## config.mk

```make
export PLATFORM = sky130hd
export DESIGN_NAME = scwa_top
export DESIGN_NICKNAME = d
export VERILOG_FILES = /design/src/verilog/scwa_pkg.sv /design/src/verilog/scwa_slow_delay.sv /design/src/verilog/scwa_top.sv
export SDC_FILE = /design/constraint.sdc
export NUM_CORES = 1
export LEC_CHECK = 0
export ABC_CLOCK_PERIOD_IN_PS = 2900
export BUFFER_PORTS_ARGS = -buffer_cell sky130_fd_sc_hd__buf_4
export CORE_UTILIZATION = 48
export CTS_CLUSTER_DIAMETER = 150
export DETAILED_ROUTE_END_ITERATION = 12
export GPL_TIMING_DRIVEN = 0
export PLACE_DENSITY_LB_ADDON = 0.08
export SLEW_MARGIN = 20
export SYNTH_ARGS = -nofsm -noshare
export SYNTH_HDL_FRONTEND = slang
export SYNTH_SLANG_ARGS = --single-unit
```

## constraint.sdc

```tcl
create_clock -name sys_clk -period 2.9 [get_ports sys_clk]
set_input_delay 0.58 -clock sys_clk [delete_from_list [all_inputs] [get_ports sys_clk]]
set_output_delay 0.58 -clock sys_clk [all_outputs]
set_load 0.005 [all_outputs]
```

## src/verilog/scwa_pkg.sv

```systemverilog
// Register map, field layout and timing constants of the seconds counter with alarm
package scwa_pkg;

    localparam int ADDR_W = 4;
    localparam int DATA_W = 32;
    localparam int CNT_W = 32;
    localparam int PRES_W = 16;

    localparam logic [ADDR_W-1:0] OFF_MODE = 4'h0;
    localparam logic [ADDR_W-1:0] OFF_ALARM = 4'h4;
    localparam logic [ADDR_W-1:0] OFF_VALUE = 4'h8;
    localparam logic [ADDR_W-1:0] OFF_STATUS = 4'hC;

    localparam logic [DATA_W-1:0] MODE_RST = 32'h0000_8000;
    localparam logic [DATA_W-1:0] ALARM_RST = 32'hFFFF_FFFF;
    localparam logic [DATA_W-1:0] ZERO_WORD = 32'h0000_0000;

    // Mode register fields
    localparam int PRES_LSB = 0;
    localparam int ALM_IEN_BIT = 16;
    localparam int INC_IEN_BIT = 17;
    localparam int RESTART_BIT = 18;

    // Status register fields
    localparam int ALARM_FLAG_BIT = 0;
    localparam int INC_BIT = 1;

    // Slow clock edges between a bus event and its effect
    localparam logic [1:0] SLOW_DELAY = 2'h2;

endpackage : scwa_pkg

```

## src/verilog/scwa_slow_delay.sv

```systemverilog
// Delays a bus-side event by a fixed number of slow clock edges
`timescale 1ns/1ns
module scwa_slow_delay #(
    parameter logic [1:0] DELAY = scwa_pkg::SLOW_DELAY
) (
    input wire logic sys_clk,
    input wire logic srst,
    input wire logic event_in,
    input wire logic tick,
    output logic fire
);

    logic [1:0] left_r;

    // A new event restarts the wait, so back-to-back requests merge
    always_ff @(posedge sys_clk) begin
        if (srst) begin
            left_r <= 2'h0;
        end else if (event_in) begin
            left_r <= DELAY;
        end else if (tick && left_r != 2'h0) begin
            left_r <= left_r - 2'h1;
        end
    end

    always_ff @(posedge sys_clk) begin
        if (srst) begin
            fire <= 1'b0;
        end else begin
            fire <= !event_in && tick && left_r == 2'h1;
        end
    end

    a_fire_on_tick: assert property (@(posedge sys_clk) disable iff (srst)
        fire |-> $past(tick) && !$past(event_in))
        else $error("delayed event fired without a slow edge");

    a_no_early_fire: assert property (@(posedge sys_clk) disable iff (srst)
        event_in |=> !fire)
        else $error("delayed event fired right after its request");

endmodule : scwa_slow_delay

```

## src/verilog/scwa_top.sv

```systemverilog
// Seconds counter with prescaler, alarm compare, status flags and interrupt
// How it works
// - A 32-bit counter advances once per completed 16-bit prescaler period.
// - Prescaler period is the programmed value; zero gives 65536 slow cycles.
// - The counter wraps from all ones to zero and keeps counting.
// - A status read clears the flags two slow cycles later.
// - The value register returns the live count with no side effect.
// - Alarm flag sets when the counter matches the alarm setting plus one.
// - The compared value is the alarm register plus one.
// - The alarm register resets to all ones.
// - Increment flag sets every time the counter increments.
// - Reading status clears both flags until their next event.
// - Restart bit reloads the prescaler and clears the counter.
// - Restart takes effect two slow cycles after the write.
// - Each flag drives the interrupt only when its enable bit is set.
// - Mode register resets to a prescale of 0x8000, one second per count.
//
// Added by the designer: the strobed register port.
`timescale 1ns/1ns
module scwa_top #(
    parameter int CNT_W = scwa_pkg::CNT_W,
    parameter int PRES_W = scwa_pkg::PRES_W
) (
    input wire logic sys_clk,
    input wire logic srst,
    input wire logic slow_clk,
    input wire logic [scwa_pkg::ADDR_W-1:0] addr,
    input wire logic [scwa_pkg::DATA_W-1:0] wdata,
    input wire logic wr,
    input wire logic rd,
    output logic [scwa_pkg::DATA_W-1:0] rdata,
    output logic irq
);

    function automatic logic hit(input logic [scwa_pkg::ADDR_W-1:0] a,
                                 input logic [scwa_pkg::ADDR_W-1:0] off);
        return a == off;
    endfunction : hit

    logic slow_prev_r;
    logic slow_tick;
    logic [PRES_W-1:0] prescale_r;
    logic alm_ien_r;
    logic inc_ien_r;
    logic [CNT_W-1:0] alarm_r;
    logic [PRES_W-1:0] presc_cnt_r;
    logic [CNT_W-1:0] count_r;
    logic inc_ev_r;
    logic inc_flag_r;
    logic alm_flag_r;
    logic restart_req;
    logic restart_go;
    logic clear_req;
    logic clear_go;
    logic presc_done;
    logic alarm_match;
    logic [CNT_W-1:0] alarm_plus_one;

    // Slow clock is sampled as a plain synchronous input
    always_ff @(posedge sys_clk) begin
        if (srst) begin
            // Track the pin in reset, so a high level at release is no edge
            slow_prev_r <= slow_clk;
        end else begin
            slow_prev_r <= slow_clk;
        end
    end

    assign slow_tick = slow_clk && !slow_prev_r;

    // Mode register
    always_ff @(posedge sys_clk) begin
        if (srst) begin
            prescale_r <= scwa_pkg::MODE_RST[scwa_pkg::PRES_LSB +: PRES_W];
            alm_ien_r <= scwa_pkg::MODE_RST[scwa_pkg::ALM_IEN_BIT];
            inc_ien_r <= scwa_pkg::MODE_RST[scwa_pkg::INC_IEN_BIT];
        end else if (wr && hit(addr, scwa_pkg::OFF_MODE)) begin
            prescale_r <= wdata[scwa_pkg::PRES_LSB +: PRES_W];
            alm_ien_r <= wdata[scwa_pkg::ALM_IEN_BIT];
            inc_ien_r <= wdata[scwa_pkg::INC_IEN_BIT];
        end
    end

    // Alarm register
    always_ff @(posedge sys_clk) begin
        if (srst) begin
            alarm_r <= scwa_pkg::ALARM_RST[CNT_W-1:0];
        end else if (wr && hit(addr, scwa_pkg::OFF_ALARM)) begin
            alarm_r <= wdata[CNT_W-1:0];
        end
    end

    assign restart_req = wr && hit(addr, scwa_pkg::OFF_MODE) && wdata[scwa_pkg::RESTART_BIT];
    assign clear_req = rd && hit(addr, scwa_pkg::OFF_STATUS);

    // Restart and status-clear events reach the slow logic only after two slow edges
    scwa_slow_delay #(
        .DELAY(scwa_pkg::SLOW_DELAY)
    ) u_restart_delay (
        .sys_clk(sys_clk),
        .srst(srst),
        .event_in(restart_req),
        .tick(slow_tick),
        .fire(restart_go)
    );

    scwa_slow_delay #(
        .DELAY(scwa_pkg::SLOW_DELAY)
    ) u_clear_delay (
        .sys_clk(sys_clk),
        .srst(srst),
        .event_in(clear_req),
        .tick(slow_tick),
        .fire(clear_go)
    );

    // Terminal at value minus one; zero wraps to all ones, a 65536 period
    assign presc_done = slow_tick && presc_cnt_r == PRES_W'(prescale_r - 1'b1);

    always_ff @(posedge sys_clk) begin
        if (srst) begin
            presc_cnt_r <= '0;
        end else if (restart_go) begin
            presc_cnt_r <= '0;
        end else if (presc_done) begin
            presc_cnt_r <= '0;
        end else if (slow_tick) begin
            presc_cnt_r <= PRES_W'(presc_cnt_r + 1'b1);
        end
    end

    // Counter wraps naturally at its width
    always_ff @(posedge sys_clk) begin
        if (srst) begin
            count_r <= '0;
        end else if (restart_go) begin
            count_r <= '0;
        end else if (presc_done) begin
            count_r <= CNT_W'(count_r + 1'b1);
        end
    end

    always_ff @(posedge sys_clk) begin
        if (srst) begin
            inc_ev_r <= 1'b0;
        end else begin
            inc_ev_r <= presc_done && !restart_go;
        end
    end

    assign alarm_plus_one = CNT_W'(alarm_r + 1'b1);
    // Checked on each new count, so a held match raises the flag only once
    assign alarm_match = count_r == alarm_plus_one;

    // Set wins over a clear landing in the same cycle
    always_ff @(posedge sys_clk) begin
        if (srst) begin
            inc_flag_r <= 1'b0;
        end else if (inc_ev_r) begin
            inc_flag_r <= 1'b1;
        end else if (clear_go) begin
            inc_flag_r <= 1'b0;
        end
    end

    always_ff @(posedge sys_clk) begin
        if (srst) begin
            alm_flag_r <= 1'b0;
        end else if (inc_ev_r && alarm_match) begin
            alm_flag_r <= 1'b1;
        end else if (clear_go) begin
            alm_flag_r <= 1'b0;
        end
    end

    always_ff @(posedge sys_clk) begin
        if (srst) begin
            irq <= 1'b0;
        end else begin
            irq <= (inc_flag_r && inc_ien_r) || (alm_flag_r && alm_ien_r);
        end
    end

    // Read data valid only in the cycle after the strobe
    always_ff @(posedge sys_clk) begin
        if (srst) begin
            rdata <= scwa_pkg::ZERO_WORD;
        end else if (rd) begin
            rdata <= scwa_pkg::ZERO_WORD;
            if (hit(addr, scwa_pkg::OFF_MODE)) begin
                rdata[scwa_pkg::PRES_LSB +: PRES_W] <= prescale_r;
                rdata[scwa_pkg::ALM_IEN_BIT] <= alm_ien_r;
                rdata[scwa_pkg::INC_IEN_BIT] <= inc_ien_r;
            end
            if (hit(addr, scwa_pkg::OFF_ALARM)) begin
                rdata[CNT_W-1:0] <= alarm_r;
            end
            if (hit(addr, scwa_pkg::OFF_VALUE)) begin
                rdata[CNT_W-1:0] <= count_r;
            end
            if (hit(addr, scwa_pkg::OFF_STATUS)) begin
                rdata[scwa_pkg::ALARM_FLAG_BIT] <= alm_flag_r;
                rdata[scwa_pkg::INC_BIT] <= inc_flag_r;
            end
        end else begin
            rdata <= scwa_pkg::ZERO_WORD;
        end
    end

    a_count_advance: assert property (@(posedge sys_clk) disable iff (srst)
        presc_done && !restart_go |=> count_r == CNT_W'($past(count_r) + 1'b1))
        else $error("counter did not advance at prescaler end");

    a_count_hold: assert property (@(posedge sys_clk) disable iff (srst)
        !presc_done && !restart_go |=> $stable(count_r))
        else $error("counter moved without a prescaler end");

    a_presc_period: assert property (@(posedge sys_clk) disable iff (srst)
        slow_tick && !restart_go && !presc_done |=>
            presc_cnt_r == PRES_W'($past(presc_cnt_r) + 1'b1))
        else $error("prescaler skipped a slow edge");

    a_presc_wrap: assert property (@(posedge sys_clk) disable iff (srst)
        presc_done && !restart_go |=> presc_cnt_r == '0)
        else $error("prescaler did not restart its period");

    a_count_wrap: assert property (@(posedge sys_clk) disable iff (srst)
        presc_done && !restart_go && count_r == '1 |=> count_r == '0)
        else $error("counter did not wrap to zero");

    a_restart_clear: assert property (@(posedge sys_clk) disable iff (srst)
        restart_go |=> count_r == '0 && presc_cnt_r == '0 && !inc_ev_r)
        else $error("restart did not clear counter and prescaler");

    a_mode_write: assert property (@(posedge sys_clk) disable iff (srst)
        wr && addr == scwa_pkg::OFF_MODE |=>
            prescale_r == $past(wdata[scwa_pkg::PRES_LSB +: PRES_W]))
        else $error("prescale value not taken from a mode write");

    a_alarm_reset: assert property (@(posedge sys_clk)
        srst |=> alarm_r == scwa_pkg::ALARM_RST[CNT_W-1:0])
        else $error("alarm register not all ones after reset");

    a_alarm_write: assert property (@(posedge sys_clk) disable iff (srst)
        wr && addr == scwa_pkg::OFF_ALARM |=> alarm_r == $past(wdata[CNT_W-1:0]))
        else $error("alarm value not taken from an alarm write");

    a_inc_flag_set: assert property (@(posedge sys_clk) disable iff (srst)
        presc_done && !restart_go |=> ##1 inc_flag_r)
        else $error("increment flag missed an increment");

    a_no_inc_spur: assert property (@(posedge sys_clk) disable iff (srst)
        !inc_flag_r && !inc_ev_r |=> !inc_flag_r)
        else $error("increment flag set without an increment");

    a_alarm_set: assert property (@(posedge sys_clk) disable iff (srst)
        inc_ev_r && count_r == CNT_W'(alarm_r + 1'b1) |=> alm_flag_r)
        else $error("alarm flag missed a match");

    a_no_alarm_hold: assert property (@(posedge sys_clk) disable iff (srst)
        !alm_flag_r && !inc_ev_r |=> !alm_flag_r)
        else $error("alarm flag set without a new count");

    a_flag_clear: assert property (@(posedge sys_clk) disable iff (srst)
        clear_go && !inc_ev_r |=> !inc_flag_r && (!alm_flag_r))
        else $error("status flags not cleared");

    a_inc_flag_hold: assert property (@(posedge sys_clk) disable iff (srst)
        inc_flag_r && !clear_go |=> inc_flag_r)
        else $error("increment flag dropped without a clear");

    a_alm_flag_hold: assert property (@(posedge sys_clk) disable iff (srst)
        alm_flag_r && !clear_go |=> alm_flag_r)
        else $error("alarm flag dropped without a clear");

    a_status_read: assert property (@(posedge sys_clk) disable iff (srst)
        rd && addr == scwa_pkg::OFF_STATUS |=>
            rdata[scwa_pkg::ALARM_FLAG_BIT] == $past(alm_flag_r) &&
            rdata[scwa_pkg::INC_BIT] == $past(inc_flag_r))
        else $error("status read returned wrong flags");

    a_clear_late: assert property (@(posedge sys_clk) disable iff (srst)
        clear_req && inc_flag_r && !slow_tick && !clear_go |=> inc_flag_r)
        else $error("status cleared before two slow edges");

    a_irq_level: assert property (@(posedge sys_clk) disable iff (srst)
        ##1 irq == $past((inc_flag_r && inc_ien_r) || (alm_flag_r && alm_ien_r)))
        else $error("interrupt does not follow enabled flags");

    a_irq_masked: assert property (@(posedge sys_clk) disable iff (srst)
        !inc_ien_r && !alm_ien_r |=> !irq)
        else $error("interrupt raised with both sources masked");

    a_value_read: assert property (@(posedge sys_clk) disable iff (srst)
        rd && addr == scwa_pkg::OFF_VALUE |=> rdata[CNT_W-1:0] == $past(count_r))
        else $error("value read returned wrong count");

    c_restart: cover property (@(posedge sys_clk) disable iff (srst) restart_go);
    c_alarm: cover property (@(posedge sys_clk) disable iff (srst) $rose(alm_flag_r));
    c_wrap: cover property (@(posedge sys_clk) disable iff (srst)
        presc_done && count_r == '1);
    c_clear: cover property (@(posedge sys_clk) disable iff (srst) clear_go && inc_flag_r);
    c_inc_irq: cover property (@(posedge sys_clk) disable iff (srst)
        irq && inc_flag_r && inc_ien_r);

endmodule : scwa_top

```

==> impl_metrics.prom, run 1 <==
# TYPE chip_impl_metric gauge
chip_impl_metric{name="worst_clock_skew",unit="ns"} 0.00768
chip_impl_metric{name="first_global_vias",unit=""} 6553
chip_impl_metric{name="io_buffer_count",unit=""} 73
chip_impl_metric{name="post_synth_xor_area_fraction",unit=""} 0.121
chip_impl_info{name="cts-root-buf",value="clkbuf_16"} 1
chip_impl_metric{name="max_slew_margin",unit=""} 0.460
chip_impl_metric{name="synth_compound_area_frac",unit=""} 0.111
chip_impl_metric{name="remaining_antenna_violation_count_after_routing",unit=""} 0
chip_impl_metric{name="n_antenna_cell",unit=""} 0
chip_impl_metric{name="initial_core_util",unit=""} 0.491
chip_impl_metric{name="routed_via_count",unit=""} 7210
chip_impl_metric{name="post_synth_fa_ha_maj_area_fraction",unit=""} 0.0134
chip_impl_info{name="hp-start",value="slow_clk"} 1
chip_impl_metric{name="timing.max_cap.violations",unit=""} 0
chip_impl_metric{name="post_synth_inst_count",unit=""} 963
chip_impl_metric{name="first_pass_detailed_route_iteration_total",unit=""} 5
chip_impl_metric{name="finalCritPeriodShare",unit=""} 1.06
chip_impl_metric{name="setup_slack_of_the_most_critical_reg_to_reg_path",unit="ns"} -0.17
chip_impl_metric{name="crit_arrival",unit="ns"} 3.42
chip_impl_metric{name="tns",unit="ns"} -0.786
chip_impl_metric{name="avgRoutedWirePerCell",unit="µm"} 17.3
chip_impl_metric{name="number_of_instances_on_the_worst_hold_path",unit=""} 1
chip_impl_metric{name="area_delta_synth_final",unit="%"} 24.5
chip_impl_metric{name="dpl.hpwl",unit="µm"} 16000
chip_impl_metric{name="post_dp_cell_area",unit="µm²"} 8230
chip_impl_metric{name="yosys-mux-area-fraction",unit=""} 0.00891
chip_impl_metric{name="setup_slack",unit="ns"} -0.174
chip_impl_metric{name="overflow",unit=""} 0
chip_impl_metric{name="synth_edf_count",unit=""} 0
chip_impl_metric{name="postSynthAreaPerCell",unit="µm²"} 7.73
chip_impl_metric{name="grt_start_max_net_pins",unit=""} 17
chip_impl_metric{name="top_level_ports",unit=""} 74
chip_impl_metric{name="drt_iter0_drc",unit=""} 542
chip_impl_metric{name="report.final.hold_viol_count",unit=""} 0
chip_impl_info{name="violations",value="negative setup slack"} 1
chip_impl_metric{name="setup_viol",unit=""} 19
chip_impl_metric{name="ir_drop",unit="V"} 0.000418
chip_impl_metric{name="grt_first_pass_wirelength",unit="µm"} 34300
chip_impl_metric{name="static-leakage-power",unit="nW"} 3.89
chip_impl_metric{name="initial_antenna_violation_count",unit=""} 1
chip_impl_info{name="final_common_cell",value="nand2_1"} 1
chip_impl_metric{name="yosysWarnings",unit=""} 0
chip_impl_metric{name="synthDominantCellAreaShare",unit=""} 0.379
chip_impl_info{name="worstSetupEndpointType",value="register"} 1
chip_impl_metric{name="power_density",unit="nW/µm²"} 550
chip_impl_metric{name="drive_above_1_share",unit=""} 0.159
chip_impl_info{name="largest_family_of_logic_cells_by_synthesized_area",value="simple AND/OR/NAND/NOR gates"} 1
chip_impl_metric{name="synthSimpleGateAreaFrac",unit=""} 0.318
chip_impl_info{name="regToRegStartpoint",value="prescale_r[1]"} 1
chip_impl_metric{name="postRouteWirelength",unit="µm"} 21900
chip_impl_metric{name="synth.yosys.seq_area_share",unit=""} 0.379
chip_impl_metric{name="stdcell_area",unit="µm²"} 9260
chip_impl_info{name="hp-class",value="in -> reg"} 1
chip_impl_metric{name="clkSinkCount",unit=""} 141
chip_impl_info{name="synth_top_flop_cell",value="dfxtp_1"} 1
chip_impl_info{name="hold_path_end",value="slow_prev_r"} 1
chip_impl_metric{name="die_height",unit="µm"} 127
chip_impl_info{name="critical_path.top_delay_family",value="simple AND/OR/NAND/NOR gates"} 1
chip_impl_info{name="grt_setup_unrepaired",value="yes"} 1
chip_impl_metric{name="synth.ff_latch_count",unit=""} 141
chip_impl_metric{name="final_nets",unit=""} 1114
chip_impl_metric{name="via_per_inst",unit=""} 5.70
chip_impl_info{name="cts_tree",value="yes"} 1
chip_impl_metric{name="die-width",unit="µm"} 127
chip_impl_metric{name="cp.buffers_inverters",unit=""} 3
chip_impl_metric{name="max_clock_freq",unit="MHz"} 325
chip_impl_info{name="synth_top_area_cell",value="dfxtp_1"} 1
chip_impl_info{name="critical_path.reg2reg.endpoint",value="count_r[16]"} 1
chip_impl_metric{name="cts.path.max_buffers",unit=""} 2
chip_impl_metric{name="timing.critical_path.required",unit="ns"} 3.25
chip_impl_metric{name="synth_area",unit="µm²"} 7440
chip_impl_info{name="layout.cells.most_common_list",value="nand2_1 (147), dfxtp_1 (138), nor2_1 (135)"} 1
chip_impl_metric{name="cts.hold.buffers_added",unit=""} 0
chip_impl_metric{name="p_total",unit="W"} 0.00509
chip_impl_metric{name="tritoncts.num_buffers",unit=""} 17
chip_impl_metric{name="std_cell_rows",unit=""} 45
chip_impl_metric{name="ctsHtreeMaxLevel",unit=""} 4
chip_impl_info{name="slowest_stage",value="nor4b_2"} 1
chip_impl_info{name="start_kind",value="register"} 1
chip_impl_metric{name="netlist-cell-type-count",unit=""} 63
chip_impl_info{name="critical_path_class",value="reg -> reg"} 1
chip_impl_metric{name="ys_async_sr_fraction",unit=""} 0
chip_impl_metric{name="final.fill_count",unit=""} 1397
chip_impl_metric{name="worst_path_largest_cell_delay",unit="ns"} 0.39
chip_impl_metric{name="clk_pin_slew_worst_paths",unit="ns"} 0.06
chip_impl_info{name="timing.critical_path.cells",value="inv_4, ha_4, nor4bb_1, o2111ai_1, nor4b_2, nand4b_1, a2111oi_4, buf_6, buf_8, nand4_4, or3_1, a21oi_1"} 1
chip_impl_info{name="synth_top_cells_by_area",value="dfxtp_1 (38%), nand2_1 (7.5%), nor2_1 (6.9%)"} 1
chip_impl_metric{name="worstMarginPinSlew",unit="ns"} 0.799
chip_impl_metric{name="core_area",unit="µm²"} 15100
chip_impl_metric{name="finalMaxSlewViolations",unit=""} 0
chip_impl_metric{name="syn_nets",unit=""} 1012
chip_impl_info{name="outcome",value="finished, violations left"} 1
chip_impl_metric{name="timing.critical_path.fanout_max",unit=""} 6
chip_impl_metric{name="gpl.final_weighted_congestion",unit=""} 0.870
chip_impl_metric{name="clk_lat_worst_skew",unit="ns"} 0.43
chip_impl_metric{name="rr_worst_depth",unit=""} 12
chip_impl_metric{name="dieArea",unit="µm²"} 16000
chip_impl_metric{name="grt.total_usage",unit=""} 0.277
chip_impl_metric{name="route.detailed.drc",unit=""} 0
chip_impl_metric{name="final_period_demand_of_the_worst_path",unit="ns"} 3.07
==> flip-flops by register name (all words and copies together), names as in the netlist <==
name and flops:
u_restart_delay.left_r 2, alm_flag_r 1, inc_ien_r 1, slow_prev_r 1, u_restart_delay.fire 1, inc_flag_r 1
presc_cnt_r 16, alarm_r 32, inc_ev_r 1, u_clear_delay.fire 1, prescale_r 16, rdata 32
irq 1, count_r 32, alm_ien_r 1, u_clear_delay.left_r 2
==> where the power goes <==
| group | internal, W | total [W] | switching (W) | leakage [nW] |
|---|---|---|---|---|
| clock | 0.00176 | 0.00261 | 0.000848 | 0.338 |
| sequential | 0.00196 | 0.00198 | 0.0000240 | 1.14 |
| combinational | 0.000214 | 0.000500 | 0.000285 | 2.41 |
| total | 0.00394 | 0.00509 | 0.00116 | 3.89 |
==> logic make-up after synthesis <==
| group | Yosys count |
|---|---|
| xor+xnor | 103 |
| simple gates | 493 |
| compound gates | 127 |
| flops | 141 |
| mux | 4 |
| fa+ha+maj | 8 |
| buf+inv | 87 |
==> area by class of cell <==
class | instances | area [µm²] | area share
Timing Repair Buffer | 90 | 747 | 0.0806
Clock inverter | 10 | 235 | 0.0254
Sequential cell | 141 | 2830 | 0.306
Tap cell | 188 | 235 | 0.0254
Multi-Input combinational cell | 735 | 4400 | 0.474
Inverter | 19 | 76.3 | 0.00824
Buffer | 61 | 277 | 0.0298
Clock buffer | 20 | 467 | 0.0504
==> synthesized netlist by cell type (all sizes together) (19+ instances only) <==
| library cell | count |
|---|---|
| and3 | 20 |
| xor2 | 54 |
| nand3 | 55 |
| xnor2 | 49 |
| clkbuf | 53 |
| inv | 19 |
| nand2 | 148 |
| nor2 | 136 |
| a21oi | 53 |
| nand4 | 36 |
| dfxtp | 141 |
| nor3 | 30 |
==> worst register-to-register path, delay by kind of cell (launching register included) <==
family / cells / cell delay (ns)
adder cells (fa/ha/maj): 1 / 0.15
AND/OR/NAND/NOR: 5 / 1.36
buffers and inverters: 3 / 0.41
flip-flops: 1 / 0.37
AO/OA/AOI/OAI: 3 / 0.71
==> layer usage <==
layer,vias to the layer above,GRT usage,part of all wire
met4,2,0.109,0.029
met2,248,0.423,0.44
met5,-,0,0.00050
li1,3513,-,-
met3,47,0.0536,0.057
met1,3400,0.386,0.48
==> worst max path at each step <==
stage,from,end,slack [ns],cells past startpoint
after global routing,prescale_r[1],count_r[16],-0.28,13
after floorplan,prescale_r[0],count_r[12],0.15,11
after CTS,prescale_r[0],count_r[12],0.003,12
final,prescale_r[1],count_r[16],-0.17,12
after detailed placement,slow_clk,presc_cnt_r[12],-0.61,11
after global placement,slow_clk,presc_cnt_r[13],-0.60,11
==> metrics by stage <==
stage          utilization  instances  setup WS, ns  hold WS [ns]
6_report             0.612       1264        -0.174         0.273
5_1_grt              0.612       1264        -0.280         0.264
4_1_cts              0.595       1256       0.00329         0.259
3_5_place_dp         0.543       1224        -0.606         0.476
3_3_place_gp         0.543       1224        -0.600         0.474
2_1_floorplan            -        963         0.150         0.429
==> repair_timing <==
item | in CTS | in global routing
gates resized for setup | 16 | 30
setup endpoints to repair | 50 | 43
pin swaps | 7 | 14
buffers inserted | 3 | 12
gates cloned | 0 | 2
(Power assumes the default switching activity.)
==> run 2: changes to the inputs <==
--- a/config.mk
+++ b/config.mk
@@ -15,4 +15,5 @@
 export SLEW_MARGIN = 20
 export SYNTH_ARGS = -nofsm -noshare
 export SYNTH_HDL_FRONTEND = slang
+export SYNTH_HIERARCHICAL = 1
 export SYNTH_SLANG_ARGS = --single-unit
==> impl_metrics.prom, run 2 <==
# TYPE chip_impl_metric gauge
chip_impl_metric{name="crit_arrival",unit="ns"} 3.39
chip_impl_metric{name="intPower",unit="W"} 0.00354
chip_impl_metric{name="synth_area",unit="µm²"} 7470
chip_impl_metric{name="clk_pin_slew_worst_paths",unit="ns"} 0.07
chip_impl_metric{name="synth.ff_latch_count",unit=""} 141
chip_impl_info{name="synthTopCellsByCount",value="nand2_1 (176), dfxtp_1 (141), nor2_1 (70)"} 1
chip_impl_metric{name="post_synth_inst_count",unit=""} 927
chip_impl_metric{name="timing.critical_path.required",unit="ns"} 3.25
chip_impl_info{name="outcome",value="finished, violations left"} 1
chip_impl_metric{name="syn_nets",unit=""} 976
chip_impl_metric{name="tns",unit="ns"} -1.47
chip_impl_info{name="worstSetupEndpointType",value="register"} 1
chip_impl_metric{name="initial_core_util",unit=""} 0.491
chip_impl_metric{name="clock_power_share",unit=""} 0.482
chip_impl_metric{name="final_period_demand_of_the_worst_path",unit="ns"} 3.05
chip_impl_metric{name="first_global_vias",unit=""} 6997
chip_impl_metric{name="cts.hold.buffers_added",unit=""} 0
chip_impl_info{name="yosys.cell_count.top_type",value="nand2_1"} 1
chip_impl_metric{name="worst_path_largest_cell_delay",unit="ns"} 0.57
chip_impl_metric{name="clk_lat_worst_skew",unit="ns"} 0.44
chip_impl_info{name="slowest_stage",value="or4b_4"} 1
chip_impl_metric{name="n_antenna_cell",unit=""} 0
chip_impl_info{name="hp-class",value="in -> reg"} 1
chip_impl_metric{name="postSynthAreaPerCell",unit="µm²"} 8.05
chip_impl_metric{name="core_area",unit="µm²"} 15200
chip_impl_metric{name="drt_iter0_drc",unit=""} 709
chip_impl_metric{name="pre_cts_setup_slack",unit="ns"} -0.570
chip_impl_metric{name="routed_via_count",unit=""} 7407
chip_impl_metric{name="cts.path.max_buffers",unit=""} 2
chip_impl_metric{name="tritoncts.num_buffers",unit=""} 17
chip_impl_metric{name="overflow",unit=""} 0
chip_impl_metric{name="setup_slack_of_the_most_critical_reg_to_reg_path",unit="ns"} -0.15
chip_impl_metric{name="gpl.final_weighted_congestion",unit=""} 0.913
chip_impl_metric{name="synth_edf_count",unit=""} 0
chip_impl_metric{name="grt.total_usage",unit=""} 0.300
chip_impl_metric{name="dieArea",unit="µm²"} 16100
chip_impl_metric{name="final_core_util",unit=""} 0.614
chip_impl_metric{name="io_buffer_count",unit=""} 73
chip_impl_metric{name="setup_viol",unit=""} 21
chip_impl_metric{name="synth.yosys.seq_area_share",unit=""} 0.378
chip_impl_metric{name="dpl.hpwl",unit="µm"} 16200
chip_impl_metric{name="worstMarginPinSlew",unit="ns"} 0.722
chip_impl_metric{name="clkSinkCount",unit=""} 141
chip_impl_info{name="synth_top_area_cell",value="dfxtp_1"} 1
chip_impl_metric{name="grt_start_max_net_pins",unit=""} 17
chip_impl_metric{name="sequential_power_share",unit=""} 0.419
chip_impl_info{name="synth_top_flop_cell",value="dfxtp_1"} 1
chip_impl_metric{name="total_switching_power",unit="W"} 0.00119
chip_impl_metric{name="finalCritPeriodShare",unit=""} 1.05
chip_impl_metric{name="avgRoutedWirePerCell",unit="µm"} 18.7
chip_impl_metric{name="setup_slack",unit="ns"} -0.146
chip_impl_metric{name="max_clock_freq",unit="MHz"} 328
chip_impl_metric{name="remaining_antenna_violation_count_after_routing",unit=""} 0
chip_impl_metric{name="ys_async_sr_fraction",unit=""} 0
chip_impl_metric{name="ctsHtreeMaxLevel",unit=""} 4
chip_impl_metric{name="fin_worst_hold_slack",unit="ns"} 0.251
chip_impl_metric{name="via_per_inst",unit=""} 5.97
chip_impl_metric{name="report.final.hold_viol_count",unit=""} 0
chip_impl_info{name="final_common_cell",value="nand2_1"} 1
chip_impl_metric{name="timing.max_cap.violations",unit=""} 0
chip_impl_metric{name="grt_first_pass_wirelength",unit="µm"} 36900
chip_impl_metric{name="first_pass_detailed_route_iteration_total",unit=""} 5
chip_impl_metric{name="worst_clock_skew",unit="ns"} 0.0124
chip_impl_metric{name="yosysWarnings",unit=""} 6
chip_impl_metric{name="finalMaxSlewViolations",unit=""} 0
chip_impl_metric{name="die_height",unit="µm"} 127
chip_impl_info{name="violations",value="negative setup slack"} 1
chip_impl_metric{name="max_slew_margin",unit=""} 0.519
chip_impl_info{name="critical_path.top_delay_family",value="simple AND/OR/NAND/NOR gates"} 1
chip_impl_info{name="synth_top_cells_by_area",value="dfxtp_1 (38%), nand2_1 (8.8%), xor2_1 (4.6%)"} 1
chip_impl_metric{name="top_level_ports",unit=""} 74
chip_impl_metric{name="switching_share",unit=""} 0.252
chip_impl_info{name="grt_setup_unrepaired",value="yes"} 1
chip_impl_info{name="timing.critical_path.cells",value="inv_4, ha_4, nor3b_4, nand2_1, a221o_1, or4b_4, or4_4, buf_8, o41ai_2"} 1
chip_impl_metric{name="combPwrFrac",unit=""} 0.099
chip_impl_metric{name="power_density",unit="nW/µm²"} 507
chip_impl_metric{name="cp.buffers_inverters",unit=""} 2
chip_impl_metric{name="route.detailed.drc",unit=""} 0
chip_impl_info{name="start_kind",value="register"} 1
chip_impl_metric{name="initial_antenna_violation_count",unit=""} 0
chip_impl_metric{name="static-leakage-power",unit="nW"} 3.87
chip_impl_metric{name="area_delta_synth_final",unit="%"} 25.1
chip_impl_info{name="critical_path_class",value="reg -> reg"} 1
chip_impl_metric{name="netlist-cell-type-count",unit=""} 68
chip_impl_metric{name="die-width",unit="µm"} 127
chip_impl_info{name="layout.cells.most_common_list",value="nand2_1 (174), dfxtp_1 (137), buf_4 (94)"} 1
chip_impl_info{name="cts_tree",value="yes"} 1
chip_impl_metric{name="ir_drop",unit="V"} 0.000437
chip_impl_metric{name="synthDominantCellAreaShare",unit=""} 0.378
chip_impl_metric{name="timing.critical_path.fanout_max",unit=""} 7
chip_impl_info{name="layout_top_registers",value="alarm_r x32, count_r x32, rdata x32"} 1
chip_impl_metric{name="std_cell_rows",unit=""} 45
chip_impl_metric{name="drive_above_1_share",unit=""} 0.201
chip_impl_metric{name="postRouteWirelength",unit="µm"} 23100
chip_impl_info{name="cts-root-buf",value="clkbuf_16"} 1
chip_impl_metric{name="final_nets",unit=""} 1089
[run 2: changes by cell type after synthesis, moves of 7 or more]
cell and change:
nor3_1 -18, a31o_2 +12, a22oi_1 +19, mux2i_1 +9
or4_1 +10, nand4_1 -10, xor2_1 -15, o21ai_0 -7
a41o_1 +8, nor2_1 -66, xnor2_1 -15, nand2_1 +28
[run 2: final cells by class]
cell class / count / area [µm²]
Fill cell: 1399 / 5870
Multi-Input combinational cell: 704 / 4540
Sequential cell: 141 / 2830
Timing Repair Buffer: 100 / 791
Clock buffer: 18 / 439
Buffer: 61 / 273
Tap cell: 188 / 235
Clock inverter: 13 / 166
Inverter: 15 / 61.3
[run 2: path summary, 6_finish.rpt]
kind                                    start          end  depth (start not counted)
worst max-delay path            prescale_r[1]   count_r[5]                          9
worst min-delay path                 slow_clk  slow_prev_r                          1
worst max register to register  prescale_r[1]   count_r[5]                          9
worst min register to register      inc_ien_r    inc_ien_r                          2
[run 2: cell families after synthesis]
kind of cell | Yosys count | synth area share
AOI/OAI and AO/OA | 171 | 0.164
xor gates and xnor gates | 74 | 0.0887
adders and majority gates | 8 | 0.0134
buffers and inverters | 83 | 0.0463
DFF | 141 | 0.378
muxes | 13 | 0.0179
and+or+nand+nor | 437 | 0.291
[run 2: per-layer routing]
layer	GRT usage	routed length (µm)	share of wire	vias up
li1	-	-	-	3541
met1	0.407	10700	0.46	3503
met2	0.453	10000	0.43	311
met3	0.0721	1720	0.075	52
met4	0.134	712	0.031	0
met5	0	0	0	-
[run 2: power by group through the flow]
stage	combinational (W)	clock, W	sequential (W)
4_1_cts	0.000451	0.00230	0.00198
2_1_floorplan	0.000277	0	0.00202
6_report	0.000470	0.00228	0.00198
3_5_place_dp	0.000421	0	0.00202
5_1_grt	0.000511	0.00239	0.00198
3_3_place_gp	0.000417	0	0.00202
[run 2: worst reg2reg max path, cell delays in order (launching register included)]
cell	delay [ns]
dfxtp_4	0.40
inv_4	0.07
ha_4	0.14
nor3b_4	0.32
nand2_1	0.09
a221o_1	0.35
or4b_4	0.57
or4_4	0.53
buf_8	0.18
o41ai_2	0.32
[run 2: repair_timing]
| item | 4_1_cts | 5_1_grt |
|---|---|---|
| cloned | 1 | 1 |
| endpoints found under the setup margin | 50 | 50 |
| pin swaps | 14 | 12 |
| gates resized for setup | 43 | 16 |
| buffers inserted | 21 | 5 |
[run 2: per-stage QoR]
step                      total power (W)  cells  cell area, µm²
final                             0.00473   1240            9340
after global routing              0.00488   1240            9340
after CTS                         0.00473   1237            9240
after detailed placement          0.00245   1188            8310
after global placement            0.00244   1188            8310
after floorplan                   0.00229    927            7520
==> run 3: changes to the inputs <==
--- a/config.mk
+++ b/config.mk
@@ -7,7 +7,10 @@
 export LEC_CHECK = 0
 export ABC_CLOCK_PERIOD_IN_PS = 2900
 export BUFFER_PORTS_ARGS = -buffer_cell sky130_fd_sc_hd__buf_4
-export CORE_UTILIZATION = 48
+export CAP_MARGIN = 20
+export CELL_PAD_IN_SITES_DETAIL_PLACEMENT = 2
+export CELL_PAD_IN_SITES_GLOBAL_PLACEMENT = 2
+export CORE_UTILIZATION = 32
 export CTS_CLUSTER_DIAMETER = 150
 export DETAILED_ROUTE_END_ITERATION = 12
 export GPL_TIMING_DRIVEN = 0
==> impl_metrics.prom, run 3 (same netlist as run 2, synthesis figures left out) <==
# TYPE chip_impl_metric gauge
chip_impl_info{name="outcome",value="finished, violations left"} 1
chip_impl_info{name="violations",value="negative setup slack"} 1
chip_impl_metric{name="top_level_ports",unit=""} 74
chip_impl_metric{name="first_pass_detailed_route_iteration_total",unit=""} 4
chip_impl_metric{name="die_height",unit="µm"} 155
chip_impl_metric{name="worstMarginPinSlew",unit="ns"} 0.716
chip_impl_metric{name="dr_wl_met3",unit="µm"} 697
chip_impl_metric{name="met1_length",unit="µm"} 14800
chip_impl_info{name="hp-class",value="in -> reg"} 1
chip_impl_info{name="grt_setup_unrepaired",value="yes"} 1
chip_impl_metric{name="setup_slack_of_the_most_critical_reg_to_reg_path",unit="ns"} -0.1
chip_impl_info{name="cts_tree",value="yes"} 1
chip_impl_info{name="cts-root-buf",value="clkbuf_16"} 1
chip_impl_metric{name="finalCritPeriodShare",unit=""} 1.03
chip_impl_metric{name="timing.max_cap.violations",unit=""} 0
chip_impl_metric{name="die-width",unit="µm"} 155
chip_impl_metric{name="gpl.final_weighted_congestion",unit=""} 0.834
chip_impl_metric{name="fin_worst_hold_slack",unit="ns"} 0.253
chip_impl_metric{name="remaining_antenna_violation_count_after_routing",unit=""} 0
chip_impl_metric{name="overflow",unit=""} 0
chip_impl_info{name="timing.critical_path.cells",value="buf_6, or4_4, or3_1, a32oi_2, o32ai_4, or4_4, buf_6, o211ai_1, nand2_2"} 1
chip_impl_info{name="critical_path_class",value="reg -> reg"} 1
chip_impl_metric{name="setup_viol",unit=""} 23
chip_impl_metric{name="ctsHtreeMaxLevel",unit=""} 4
chip_impl_metric{name="clk_lat_worst_skew",unit="ns"} 0.43
chip_impl_metric{name="drt_iter0_drc",unit=""} 339
chip_impl_metric{name="postRouteWirelength",unit="µm"} 28900
chip_impl_info{name="critical_path.top_delay_family",value="simple AND/OR/NAND/NOR gates"} 1
chip_impl_metric{name="grt_first_pass_wirelength",unit="µm"} 44200
chip_impl_metric{name="tns",unit="ns"} -0.865
chip_impl_metric{name="clkSinkCount",unit=""} 141
chip_impl_metric{name="cts.path.max_buffers",unit=""} 2
chip_impl_metric{name="setup_slack",unit="ns"} -0.0973
chip_impl_metric{name="tritoncts.num_buffers",unit=""} 17
chip_impl_info{name="worstSetupEndpointType",value="register"} 1
chip_impl_info{name="layout.cells.most_common_list",value="nand2_1 (174), dfxtp_1 (133), buf_4 (94)"} 1
chip_impl_metric{name="initial_antenna_violation_count",unit=""} 0
chip_impl_metric{name="area_delta_synth_final",unit="%"} 30.1
chip_impl_metric{name="drive_above_1_share",unit=""} 0.224
chip_impl_metric{name="static-leakage-power",unit="nW"} 3.92
chip_impl_metric{name="max_clock_freq",unit="MHz"} 334
chip_impl_metric{name="crit_arrival",unit="ns"} 3.32
chip_impl_metric{name="grt_start_max_net_pins",unit=""} 17
chip_impl_metric{name="clk_pin_slew_worst_paths",unit="ns"} 0.07
chip_impl_metric{name="power_density",unit="nW/µm²"} 494
chip_impl_metric{name="timing.critical_path.required",unit="ns"} 3.22
chip_impl_metric{name="first_global_vias",unit=""} 7619
chip_impl_info{name="layout_top_registers",value="alarm_r x32, count_r x32, rdata x32"} 1
chip_impl_metric{name="timing.critical_path.fanout_max",unit=""} 10
chip_impl_metric{name="final_period_demand_of_the_worst_path",unit="ns"} 3.00
chip_impl_metric{name="final_nets",unit=""} 1088
chip_impl_metric{name="io_buffer_count",unit=""} 73
chip_impl_metric{name="final.fill_count",unit=""} 2557
chip_impl_metric{name="std_cell_rows",unit=""} 55
chip_impl_metric{name="finalMaxSlewViolations",unit=""} 0
chip_impl_metric{name="routed_via_count",unit=""} 7483
chip_impl_metric{name="regArea",unit="µm²"} 2840
chip_impl_metric{name="max_slew_margin",unit=""} 0.522
chip_impl_metric{name="cp.buffers_inverters",unit=""} 2
chip_impl_metric{name="report.final.hold_viol_count",unit=""} 0
chip_impl_info{name="maxUsedRoutingLayer",value="met4"} 1
chip_impl_info{name="start_kind",value="register"} 1
chip_impl_metric{name="dpl.hpwl",unit="µm"} 21000
chip_impl_metric{name="route.detailed.drc",unit=""} 0
chip_impl_metric{name="core_area",unit="µm²"} 22800
chip_impl_metric{name="worst_clock_skew",unit="ns"} 0.0131
chip_impl_metric{name="via_per_inst",unit=""} 5.48
chip_impl_metric{name="dieArea",unit="µm²"} 23900
chip_impl_metric{name="pre_cts_setup_slack",unit="ns"} -0.853
chip_impl_metric{name="final_core_util",unit=""} 0.426
chip_impl_metric{name="ir_drop",unit="V"} 0.000322
chip_impl_metric{name="initial_core_util",unit=""} 0.328
chip_impl_info{name="slowest_stage",value="or4_4"} 1
chip_impl_info{name="final_common_cell",value="nand2_1"} 1
chip_impl_metric{name="worst_path_largest_cell_delay",unit="ns"} 0.63
chip_impl_metric{name="grt.total_usage",unit=""} 0.243
chip_impl_metric{name="avgRoutedWirePerCell",unit="µm"} 21.1
chip_impl_metric{name="met2WireLength",unit="µm"} 13100
chip_impl_metric{name="multiInputGateArea",unit="µm²"} 4690
[run 3: area by class of cell]
| type | count | share of cell area |
|---|---|---|
| diodes | 1 | 0.000258 |
| plain buffers | 55 | 0.0263 |
| clock buffers | 18 | 0.0442 |
| clock inverters | 14 | 0.0191 |
| inverters | 15 | 0.00631 |
| multi-input cells | 704 | 0.483 |
| flip-flops and latches | 141 | 0.292 |
| well taps | 313 | 0.0403 |
| repair buffers | 105 | 0.0889 |
[run 3: per-layer routing]
| layer | up-vias | global-route usage |
|---|---|---|
| met1 | 3795 | 0.352 |
| li1 | 3544 | - |
| met3 | 18 | 0.0266 |
| met5 | - | 0 |
| met2 | 126 | 0.384 |
| met4 | 0 | 0.0580 |
[run 3: power by group]
group          internal (W)  leakage [nW]  total [W]  switching, W
clock network       0.00137         0.296    0.00232      0.000950
registers           0.00196          1.14    0.00199     0.0000311
logic              0.000210          2.49   0.000489      0.000279
total               0.00354          3.92    0.00480       0.00126
[run 3: through the flow]
| step | instances | power, W | area [µm²] |
|---|---|---|---|
| CTS | 1358 | 0.00483 | 9470 |
| finish | 1366 | 0.00480 | 9710 |
| floorplan | 927 | 0.00229 | 7520 |
| global placement | 1313 | 0.00246 | 8460 |
| detailed placement | 1314 | 0.00247 | 8470 |
| global route | 1365 | 0.00496 | 9710 |
[run 3: final timing paths]
kind / to / start / cells past startpoint
worst max register to register: count_r[3] / prescale_r[2] / 9
worst min register to register: inc_ien_r / inc_ien_r / 2
worst min-delay path: slow_prev_r / slow_clk / 1
worst max-delay path: count_r[3] / prescale_r[2] / 9
[run 3: repair_timing]
| item | in CTS | in global routing |
|---|---|---|
| endpoints found under the setup margin | 50 | 50 |
| gates cloned | 2 | 0 |
| gates resized for setup | 58 | 44 |
| buffers inserted | 15 | 16 |
| endpoints found under the hold margin | 0 | 0 |
| hold buffers | 0 | 0 |
| pin swaps | 23 | 6 |
